File: src/logic/timer_consts.svh
// Register offsets, field positions, reset values and limits of the timer
`ifndef TIMER_CONSTS_SVH
`define TIMER_CONSTS_SVH

// Byte offsets on the register bus
`define OFS_CLK_SEL 4'h0
`define OFS_MODE 4'h4
`define OFS_COMPARE 4'h8
`define OFS_COUNTER 4'hc

// Mode control field positions
`define BIT_COUNT_EN 7
`define BIT_PWM_SEL 6
`define BIT_LEVEL_SET 3
`define BIT_LEVEL_RST 2
`define BIT_INV_ACT 1
`define BIT_OUT_EN 0

// Bits of the mode control register that are stored
`define MODE_STORE_MASK 8'hc3

// Reset values
`define RST_CLK_SEL 3'h0
`define RST_MODE 8'h00
`define RST_COMPARE 8'h00
`define RST_COUNTER 8'h00

// Counter limits and count clock codes
`define COUNT_MAX 8'hff
`define SEL_EXT_FALL 3'h0
`define SEL_EXT_RISE 3'h1
`define PRESCALE_W 11

`endif

File: src/logic/timer_pkg.sv
// Types shared by the timer channel
package timer_pkg;

   // Phases of the free-running pulse-width output
   typedef enum logic [2:0] {
      PWM_WAIT = 3'b001,
      PWM_ACTIVE = 3'b010,
      PWM_INACTIVE = 3'b100
   } pwm_phase_t;

endpackage : timer_pkg

File: src/logic/edge_sync.sv
// Three-stage synchroniser and edge detector for the external event pin
module edge_sync (
   // Clock, enable and reset
   input wire logic core_clk,
   input wire logic clk_en,
   input wire logic arst_n,
   // Pin and detected edges
   input wire logic pin_in,
   output logic rise,
   output logic fall
);

   logic sync1_reg;
   logic sync2_reg;
   logic sync3_reg;
   logic level_reg;
   logic rise_reg;
   logic fall_reg;

   // A change counts only once the second and third stage agree
   wire agree = sync2_reg == sync3_reg;
   wire level_next = agree ? sync3_reg : level_reg;
   wire rise_next = agree && sync3_reg && !level_reg;
   wire fall_next = agree && !sync3_reg && level_reg;

   always_ff @(posedge core_clk or negedge arst_n) begin
      if (!arst_n) begin
         sync1_reg <= 1'b0;
         sync2_reg <= 1'b0;
         sync3_reg <= 1'b0;
         level_reg <= 1'b0;
         rise_reg <= 1'b0;
         fall_reg <= 1'b0;
      end else if (clk_en) begin
         sync1_reg <= pin_in;
         sync2_reg <= sync1_reg;
         sync3_reg <= sync2_reg;
         level_reg <= level_next;
         rise_reg <= rise_next;
         fall_reg <= fall_next;
      end
   end

   assign rise = rise_reg;
   assign fall = fall_reg;

endmodule // edge_sync

File: src/logic/count_prescaler.sv
// Prescaler that divides the system clock for the count clock
`include "timer_consts.svh"

module count_prescaler (
   // Clock, enable and reset
   input wire logic core_clk,
   input wire logic clk_en,
   input wire logic arst_n,
   // Control
   input wire logic run,
   input wire logic [2:0] sel,
   // One-cycle count pulse
   output logic tick
);

   logic [`PRESCALE_W-1:0] prescale_reg;

   // Divide by 2, 8, 32, 128, 512 or 2048 for codes 2 to 7
   function automatic logic [`PRESCALE_W-1:0] div_mask(input logic [2:0] s);
      case (s)
         3'h2: div_mask = 11'h001;
         3'h3: div_mask = 11'h007;
         3'h4: div_mask = 11'h01f;
         3'h5: div_mask = 11'h07f;
         3'h6: div_mask = 11'h1ff;
         3'h7: div_mask = 11'h7ff;
         default: div_mask = 11'h000;
      endcase
   endfunction

   wire [`PRESCALE_W-1:0] mask = div_mask(sel);
   wire internal_src = sel[2:1] != 2'h0;
   wire [`PRESCALE_W-1:0] prescale_next = run ?
      `PRESCALE_W'(prescale_reg + 11'h001) : 11'h000;

   always_ff @(posedge core_clk or negedge arst_n) begin
      if (!arst_n) begin
         prescale_reg <= 11'h000;
      end else if (clk_en) begin
         prescale_reg <= prescale_next;
      end
   end

   assign tick = run && internal_src && ((prescale_reg & mask) == mask);

endmodule // count_prescaler

File: src/logic/event_timer.sv
// One 8-bit timer/event counter channel with an Avalon-MM register slave
// Operation
// Clear-and-start: match clears counter, raises interrupt
// Match interval is compare plus one ticks
// Three-bit field selects the count clock
// Count enable one starts, zero stops
// Event mode counts selected pin edge
// Event mode match clears counter, raises interrupt
// Inversion enabled: output toggles on match
// Set/reset bits choose initial output level
// Pin driven only while output enabled
// Mode bit selects PWM or clear-and-start
// PWM: compare is width, bit one polarity
// PWM: inactive until first overflow
// PWM: overflow drives active until match
// PWM: match returns inactive until overflow
// PWM: stop forces inactive output at once
// Software rewrites compare once per cycle
// First match may slip one count clock
// Compare below counter waits for overflow
// Software restarts after lowering compare
// Counter read holds count clock briefly
// Software stops count before stop state
// Disable clears counter and stops prescaler
// Set/reset pair: keep, clear, set, ignore
// Set/reset bits always read zero
// PWM wraps FFH to 00H as overflow
//
// Added by the designer: the placing of the registers and the Avalon-MM interface to the registers.
`include "timer_consts.svh"

module event_timer (
   // Clock, enable and reset
   input wire logic core_clk,
   input wire logic clk_en,
   input wire logic arst_n,
   // Avalon-MM register slave
   input wire logic [3:0] address,
   input wire logic read,
   input wire logic write,
   input wire logic [31:0] writedata,
   output logic [31:0] readdata,
   output logic waitrequest,
   // Event input pin
   input wire logic external_event_input,
   // Timer output pin
   output logic timer_output_pin_o,
   output logic timer_output_pin_oe,
   // Match interrupt
   output logic match_interrupt_request
);

   logic [2:0] count_clock_select_reg;
   logic [7:0] timer_mode_control_reg;
   logic [7:0] compare_value_reg;
   logic [7:0] counter_value_reg;
   logic output_ff_reg;
   timer_pkg::pwm_phase_t phase_reg;
   timer_pkg::pwm_phase_t phase_next;
   logic irq_reg;
   logic pin_out_reg;
   logic pin_oe_reg;
   logic held_reg;
   logic waitrequest_reg;
   logic [31:0] readdata_reg;
   logic presc_tick;
   logic ev_rise;
   logic ev_fall;

   // Bus decode: one wait cycle, then the access completes
   wire bus_req = read || write;
   wire access_edge = !waitrequest_reg;
   wire wr_sel = write && access_edge && address == `OFS_CLK_SEL;
   wire wr_mode = write && access_edge && address == `OFS_MODE;
   wire wr_cmp = write && access_edge && address == `OFS_COMPARE;
   wire waitrequest_next = !(bus_req && waitrequest_reg);

   // Register next values
   wire [2:0] sel_next = wr_sel ? writedata[2:0] :
      count_clock_select_reg;
   wire [7:0] mode_next = wr_mode ?
      (writedata[7:0] & `MODE_STORE_MASK) : timer_mode_control_reg;
   wire [7:0] cmp_next = wr_cmp ? writedata[7:0] : compare_value_reg;

   // Mode fields
   wire count_enable_bit = timer_mode_control_reg[`BIT_COUNT_EN];
   wire pwm_mode_select_bit = timer_mode_control_reg[`BIT_PWM_SEL];
   wire invert_or_active_level_bit = timer_mode_control_reg[`BIT_INV_ACT];
   wire output_enable_bit = mode_next[`BIT_OUT_EN];
   wire enable_next = mode_next[`BIT_COUNT_EN];
   wire pwm_next = mode_next[`BIT_PWM_SEL];
   wire level_set = wr_mode && writedata[`BIT_LEVEL_SET];
   wire level_rst = wr_mode && writedata[`BIT_LEVEL_RST];

   edge_sync event_sync (
      .core_clk(core_clk),
      .clk_en(clk_en),
      .arst_n(arst_n),
      .pin_in(external_event_input),
      .rise(ev_rise),
      .fall(ev_fall)
   );

   count_prescaler prescaler (
      .core_clk(core_clk),
      .clk_en(clk_en),
      .arst_n(arst_n),
      .run(count_enable_bit),
      .sel(count_clock_select_reg),
      .tick(presc_tick)
   );

   // Count source; the prescaler is held at zero until the start write, so the
   // first match comes compare plus one whole count clocks after the start
   wire ext_mode = count_clock_select_reg[2:1] == 2'h0;
   wire ext_edge = (count_clock_select_reg == `SEL_EXT_RISE) ?
      ev_rise : ev_fall;
   wire raw_tick = count_enable_bit &&
      (ext_mode ? ext_edge : presc_tick);

   // A counter read holds off one count pulse so the snapshot stays
   // coherent; the pulse is applied a cycle later, never lost
   wire cnt_read_hold = read && waitrequest_reg &&
      address == `OFS_COUNTER;
   wire held_next = count_enable_bit && raw_tick && cnt_read_hold;
   wire tick = count_enable_bit &&
      ((raw_tick && !cnt_read_hold) || held_reg);

   // Match and overflow events
   wire at_match = counter_value_reg == compare_value_reg;
   wire at_max = counter_value_reg == `COUNT_MAX;
   wire clr_hit = tick && !pwm_mode_select_bit && at_match;
   wire pwm_ovf = tick && pwm_mode_select_bit && at_max;
   wire pwm_hit = tick && pwm_mode_select_bit && at_match;
   wire irq_next = clr_hit || pwm_hit;

   // Counter: a compare below the count runs on through FFH to 00H
   wire [7:0] counter_inc = 8'(counter_value_reg + 8'h01);
   wire [7:0] counter_next = !enable_next ? `RST_COUNTER :
      clr_hit ? `RST_COUNTER :
      tick ? counter_inc : counter_value_reg;

   // Output flip-flop: a software set or reset wins over a toggle;
   // both bits together hold it, blocking a toggle on the same match
   wire ff_next = (level_set && !level_rst) ? 1'b1 :
      (level_rst && !level_set) ? 1'b0 :
      (level_set && level_rst) ? output_ff_reg :
      (clr_hit && invert_or_active_level_bit) ? !output_ff_reg :
      output_ff_reg;

   // Pulse-width phase sequencing
   always_comb begin
      phase_next = phase_reg;
      if (!enable_next || !pwm_next) begin
         phase_next = timer_pkg::PWM_WAIT;
      end else begin
         case (phase_reg)
            timer_pkg::PWM_WAIT: begin
               if (pwm_ovf) begin
                  phase_next = timer_pkg::PWM_ACTIVE;
               end
            end
            timer_pkg::PWM_ACTIVE: begin
               if (pwm_hit && !pwm_ovf) begin
                  phase_next = timer_pkg::PWM_INACTIVE;
               end
            end
            timer_pkg::PWM_INACTIVE: begin
               if (pwm_ovf) begin
                  phase_next = timer_pkg::PWM_ACTIVE;
               end
            end
            default: begin
               phase_next = timer_pkg::PWM_WAIT;
            end
         endcase
      end
   end

   // Output level; polarity follows the new mode so a stop is immediate
   wire active_low = mode_next[`BIT_INV_ACT];
   wire pwm_level = (phase_next == timer_pkg::PWM_ACTIVE) ^ active_low;
   wire pin_out_next = pwm_next ? pwm_level : ff_next;
   wire pin_oe_next = output_enable_bit;

   // Read data, zero for unmapped offsets
   wire [31:0] rd_sel = {29'h0, count_clock_select_reg};
   wire [31:0] rd_mode = {24'h0, timer_mode_control_reg};
   wire [31:0] rd_cmp = {24'h0, compare_value_reg};
   wire [31:0] rd_cnt = {24'h0, counter_value_reg};
   wire [31:0] rd_mux = (address == `OFS_CLK_SEL) ? rd_sel :
      (address == `OFS_MODE) ? rd_mode :
      (address == `OFS_COMPARE) ? rd_cmp :
      (address == `OFS_COUNTER) ? rd_cnt : 32'h0;
   wire [31:0] readdata_next = (read && waitrequest_reg) ? rd_mux :
      readdata_reg;

   always_ff @(posedge core_clk or negedge arst_n) begin
      if (!arst_n) begin
         count_clock_select_reg <= `RST_CLK_SEL;
         timer_mode_control_reg <= `RST_MODE;
         compare_value_reg <= `RST_COMPARE;
         counter_value_reg <= `RST_COUNTER;
         held_reg <= 1'b0;
      end else if (clk_en) begin
         count_clock_select_reg <= sel_next;
         timer_mode_control_reg <= mode_next;
         compare_value_reg <= cmp_next;
         counter_value_reg <= counter_next;
         held_reg <= held_next;
      end
   end

   always_ff @(posedge core_clk or negedge arst_n) begin
      if (!arst_n) begin
         output_ff_reg <= 1'b0;
         phase_reg <= timer_pkg::PWM_WAIT;
         irq_reg <= 1'b0;
         pin_out_reg <= 1'b0;
         pin_oe_reg <= 1'b0;
      end else if (clk_en) begin
         output_ff_reg <= ff_next;
         phase_reg <= phase_next;
         irq_reg <= irq_next;
         pin_out_reg <= pin_out_next;
         pin_oe_reg <= pin_oe_next;
      end
   end

   always_ff @(posedge core_clk or negedge arst_n) begin
      if (!arst_n) begin
         waitrequest_reg <= 1'b1;
         readdata_reg <= 32'h0;
      end else if (clk_en) begin
         waitrequest_reg <= waitrequest_next;
         readdata_reg <= readdata_next;
      end
   end

   assign readdata = readdata_reg;
   assign waitrequest = waitrequest_reg;
   assign timer_output_pin_o = pin_out_reg;
   assign timer_output_pin_oe = pin_oe_reg;
   assign match_interrupt_request = irq_reg;
endmodule // event_timer

File: config.mk
export PLATFORM = sky130hd
export DESIGN_NAME = event_timer
export DESIGN_NICKNAME = d
export VERILOG_FILES = /design/src/logic/timer_pkg.sv /design/src/logic/edge_sync.sv /design/src/logic/count_prescaler.sv /design/src/logic/event_timer.sv
export VERILOG_INCLUDE_DIRS = /design/src /design/src/logic
export SDC_FILE = /design/constraint.sdc
export NUM_CORES = 1
export LEC_CHECK = 0
export BUFFER_PORTS_ARGS = -buffer_cell sky130_fd_sc_hd__buf_2
export CAP_MARGIN = 20
export CORE_UTILIZATION = 55
export CTS_BUF_LIST = sky130_fd_sc_hd__clkbuf_4
export CTS_CLUSTER_DIAMETER = 80
export DETAILED_ROUTE_END_ITERATION = 7
export PLACE_DENSITY = 0.82
export SETUP_SLACK_MARGIN = 0.1
export SLEW_MARGIN = 10
export SYNTH_ARGS = -nofsm -noshare
export SYNTH_HDL_FRONTEND = slang
export SYNTH_SLANG_ARGS = --single-unit
File: constraint.sdc
create_clock -name core_clk -period 7.1 [get_ports core_clk]
set_input_delay 1.065 -clock core_clk [delete_from_list [all_inputs] [get_ports core_clk]]
set_output_delay 1.065 -clock core_clk [all_outputs]
set_load 0.01 [all_outputs]
# --- Word-level counts from Yosys, hierarchy flattened ---
# Cells that the tools add are included.
# W data, S select, Z words.
op_classes:
  addsub: 2
  multipliers: 0
  div_mod_pow: 0
  order_cmp: 0
  eq_ne: 19
  n_shift: 0
  n_mux: 21
  n_bitwise: 2
  n_reduce_logical: 55
ops:
  columns: ["cell", "n"]
  rows:
  - ["$pmux W11 S6", 1]
  - ["$mux W8", 8]
  - ["$logic_and A1 B1 Y1", 30]
  - ["$eq A3 B3 Y1 const B", 5]
  - ["$eq A3 B2 Y1 const B", 4]
  - ["$logic_not A1 Y1", 12]
  - ["$add A11 B1 Y11 const B", 1]
  - ["$and A11 B11 Y11", 1]
  - ["$eq A11 B11 Y1", 1]
  - ["$mux W11", 1]
  - ["$reduce_and A2 Y1", 5]
  - ["$mux W3", 3]
  - ["$add A8 B1 Y8 const B", 1]
  - ["$eq A4 B4 Y1 const B", 2]
  - ["$eq A8 B8 Y1", 1]
  - ["$eq A8 B8 Y1 const B", 1]
  - ["$mux W1", 7]
  - ["$eq A3 B1 Y1 const B", 2]
  - ["$pmux W3 S2", 1]
  - ["$eq A4 B3 Y1 const B", 1]
  - ["$logic_not A4 Y1", 1]
  - ["$logic_or A1 B1 Y1", 4]
  - ["$ne A3 B1 Y1 const B", 1]
  - ["$logic_not A2 Y1", 1]
  - ["4 further kinds", 4]
totals:
  reg_bits: 81
  latchBits: 0
  mem_bits_rw: 0
  mem_bits_ro: 0
  wordCells: 118
  mem_count: 0

# --- Logic depth before layout (Yosys ltp) ---
depth:
  word_depth: 20
  mapped_depth: 9

# --- Cells and area by module ---
# Synthesis repeated with hierarchy kept, for this count alone.
hier_totals:
  cells_unflattened: 336
  hier_area_um2: 3413.3
by_module_without_submodules:
  columns: ["mod", "instances", "cells_per_inst", "area_each_um2"]
  rows:
  - ["event_timer", 1, 242, 2461.1]
  - ["count_prescaler", 1, 70, 670.6]
  - ["edge_sync", 1, 24, 281.5]

# --- Worst setup path before layout ---
# OpenSTA, ideal clock, no wires.
synth_timing:
  path_kind: "input to register"
  startpoint: "input address[1]"
  endpoint: "register pin_out_reg, in the netlist timer_output_pin_o"
  setup_time_ps: 135
  t_arrival_ps: 2576
  required_ps: 6965
  setup_slack_ps: 4389
  stages: 9
  path_buffers: 1
  path_cell_list: "nor4b_1 -> and2_1 -> buf_2 -> nand3_1 -> o21ai_0 -> o311a_2 -> nor2_1 -> mux2i_1 -> o221ai_2"
synth_via:
  elab_chain_len: 16
  elab_cells_between_ends: 38
  cone_classes: "eq/ne: 3; mux: 10; bitwise: 1; reduce/logical: 24"
synth_rtl:
  columns: ["element", "line_no", "source"]
  rows:
  - ["start: declaration", "event_timer.sv:38", "input wire logic [3:0] address,"]
  - ["$eq A4 B4 Y1 (no line)", null, null]
  - ["$logic_and A1 B1 Y1 (no line)", null, null]
  - ["$logic_not A1 Y1", "event_timer.sv:127", "((raw_tick && !cnt_read_hold) || held_reg);"]
  - ["$logic_and A1 B1 Y1", "event_timer.sv:127", null]
  - ["$logic_or A1 B1 Y1", "event_timer.sv:127", null]
  - ["$logic_and A1 B1 Y1", "event_timer.sv:126", "wire tick = count_enable_bit &&"]
  - ["$logic_and A1 B1 Y1", "event_timer.sv:133, event_timer.sv:134", null]
  - ["$logic_and A1 B1 Y1", "event_timer.sv:133", "wire pwm_ovf = tick && pwm_mode_select_bit && at_max;"]
  - ["$logic_not A1 Y1", "event_timer.sv:164", "if (pwm_hit && !pwm_ovf) begin"]
  - ["$logic_and A1 B1 Y1", "event_timer.sv:164", null]
  - ["$mux W3", "event_timer.sv:164", null]
  - ["$pmux W3 S2", "event_timer.sv:157", "case (phase_reg)"]
  - ["$mux W3", "event_timer.sv:154", "if (!enable_next || !pwm_next) begin"]
  - ["$eq A3 B2 Y1", "event_timer.sv:182", "wire pwm_level = (phase_next == timer_pkg::PWM_ACTIVE) ^ active_low;"]
  - ["$xor A1 B1 Y1", "event_timer.sv:182", null]
  - ["$mux W1 (*)", "event_timer.sv:183", "wire pin_out_next = pwm_next ? pwm_level : ff_next;"]
  - ["end signal: assignment", "event_timer.sv:225", "pin_out_reg <= pin_out_next;"]
  - ["end: declaration", "event_timer.sv:61", "logic pin_out_reg;"]
# Every way passes the cells marked *; elsewhere a longest branch is shown, timed or not.
# A chain may end at the register's enable or synchronous reset.

# --- Final worst setup path ---
# Ends and elaborated chain as after synthesis.

==> metrics <==
outcome=complete, no violations; Setup Buffers After CTS=0; Largest register FFs=11; ANT cells=0; delay-heaviest family, CP=simple AND/OR/NAND/NOR gates; clk root buf=clkbuf_4; largest family of logic cells by synthesized area=simple AND/OR/NAND/NOR gates; Pwr Density=186 mW/mm²; die area=0.00609 mm²; crit path DAT=3.09 ns; number of global-route vias before repair=about 2300; Post-DRT Antenna Nets=0; RSZ-0062 raised after global routing=no; sequential group share of total power=0.596; final hold vios=0; DR vias/cell=5.70; routed len/inst=around 15 µm; synthesized flop and latch total=56; asr flop ratio synth=1.00; # hold bufs at CTS=0; final worst path period need=2.82 ns; Worst-Margin Slew=0.692 ns; cell count after synthesis=325; crit-path cells=buf_2 > nor4b_1 > and2_1 > nand3_1 > o21a_1 > a211oi_1 > nor2_1 > mux2i_1 > o221ai_2; Bufs on Longest Clock Path=2; final instance area=0.00334 mm²; largest net degree at the start of global routing=57; Synth Area per Inst=9.79 µm²; initial antenna violation count=0; # setup viols final=0; Syn. warnings=0; Max transition margin=0.539; IO Count=78; period utilisation layout=0.397; Pins Over Slew Limit=0; endpoint class of the critical path=flop; placed inst area=0.00329 mm²; Worst-Skew Late Latency=0.38 ns; via count=roughly 2400; GRT Total Usage=0.228; Port Buffer Count=29; Worst Hold Class=flop to flop; Switching Power=around 0.19 mW; post-cts gate resize count=0; most frequent cells in the layout=54 x dfrtp_1, 31 x nand2_1, 29 x buf_2, 25 x o21ai_0, 24 x conb_1; WP data required=7.36 ns; Clock transition at path regs=0.14 ns; Setup crit start kind=primary input; setup TNS=0 ns; mux cell area share after synthesis=0.109; Clock Skew=between 0.008 and 0.009 ns; Compound-Gate Fraction of Synth Area=0.150; residual DRC count=0; Synth Flop Type=dfrtp_1; Post-synth EDFFs=0; CTS tree=built; Detailed Route WL=6280 µm; Lkg Pwr=about 1.6 nW; Sw Share=0.302; commonest non-fill, non-tap cell in the layout=dfrtp_1; XOR/XNOR share of the synthesized area=0.0358; Worst VDD drop=0.000106 V; DRT Pass-1 Iters=5; cell-internal power=0.434 mW; Adder-Cell Fraction of Synth Area=0.0157; CP max stage delay=0.48 ns; die width=78.0 µm; NumNets Final=398; area growth from synthesis to final layout=5.15%; Slowest cell on crit path=nor4b_1; Remaining Overflow, GRT=0; clock sink total=56; DRT iter0 DRCs=220; Die Ht=between 70 and 80 µm; share of layout cells above drive strength 1=0.196; Worst Path Buf+Inv=1; Post-DP HPWL=4630 µm; f_max=around 350 MHz; initial core utilization=0.574; Placement Rows=27; CTS H-tree lvls=2; Gate power share=0.189; post-synthesis sequential area ratio=0.441; Synth Area in Simple Gates=0.164; Worst Setup Path Type=primary input to flop; global-route wire length before repair=10800 µm; CP max FO=9; number of max-cap violations=0; Mapped Area=between 0.003 and 0.004 mm²; RePlAce Congestion=around 0.84; Yosys cell types=54; Num CTS Buffers=5; Clock Power Share=0.216; CORE AREA=0.00554 mm²
[cell families after synthesis]
group / count (synthesis)
compound gates: 69
xor+xnor: 13
fa+ha+maj: 4
other cells: 1
mux: 29
flops: 56
simple gates: 107
buf+inv: 46
[routing by layer]
layer  wire, µm  GRT usage  vias to the layer above
li1           -          -                     1164
met1       2880      0.320                     1170
met2       2970      0.362                       73
met3        340     0.0360                        8
met4         89     0.0722                        0
met5          0          0                        -
[Yosys cell counts, drive strengths merged (4+ instances only)]
cell type | number | area, µm²
nor2b | 6 | 37.5
nor2 | 21 | 81.3
nor3 | 9 | 45.0
xor2 | 12 | 105
nand3 | 16 | 80.1
a21oi | 7 | 38.8
inv | 13 | 48.8
nand2 | 31 | 116
mux2i | 6 | 60.1
and3 | 8 | 50.1
o21ai | 27 | 135
clkbuf | 6 | 22.5
a22o | 9 | 78.8
dfrtp | 54 | 1350
mux2 | 21 | 236
buf | 27 | 193
nor4 | 4 | 31.3
ha | 4 | 50.1
[per-stage QoR]
stage          hold WS [ns]  cells  utilization  power (mW)  setup slack (ns)
2_1_floorplan         0.440    348            -       0.463              4.39
3_3_place_gp          0.453    417        0.595       0.489              3.96
3_5_place_dp          0.466    417        0.595       0.493              3.86
4_1_cts               0.484    424        0.604       0.626              4.26
5_1_grt               0.499    424        0.604       0.657              3.93
6_report              0.483    424        0.604       0.622              4.28
[path summary, 6_finish.rpt]
check / from / end / slack (ns) / cells past startpoint
worst min register to register: event_sync.level_reg / event_sync.rise / 0.48 / 1
worst max register to register: count_clock_select_reg[0] / timer_output_pin_o / 4.32 / 8
worst min-delay path: event_sync.level_reg / event_sync.rise / 0.48 / 1
worst max-delay path: address[1] / timer_output_pin_o / 4.28 / 9
min in group asynchronous: arst_n / event_sync.sync1_reg / 0.80 / 2
max in group asynchronous: arst_n / compare_value_reg[2] / 5.85 / 2
[worst reg2reg max path, delay by kind of cell (launching register included)]
kind            cells  cell delay (ns)
mux                 1             0.24
flops               1             0.49
simple gates        2             0.31
compound gates      5             1.62
[final cells by class]
class | count | area [µm²]
clock buffers | 6 | 45.0
clock inverters | 1 | 5.00
fillers | 473 | 2200
inverters | 13 | 48.8
multi-input cells | 246 | 1600
flip-flops and latches | 56 | 1400
well taps | 72 | 90.1
repair buffers | 30 | 153
[power groups by stage]
stage               logic (mW)  clock network (mW)  registers (mW)
global placement         0.114                   0           0.375
detailed placement       0.118                   0           0.376
global route             0.132               0.150           0.374
finish                   0.117               0.134           0.370
CTS                      0.118               0.138           0.370
floorplan               0.0938                   0           0.369
Note: power is estimated with default switching activity, not from simulation.
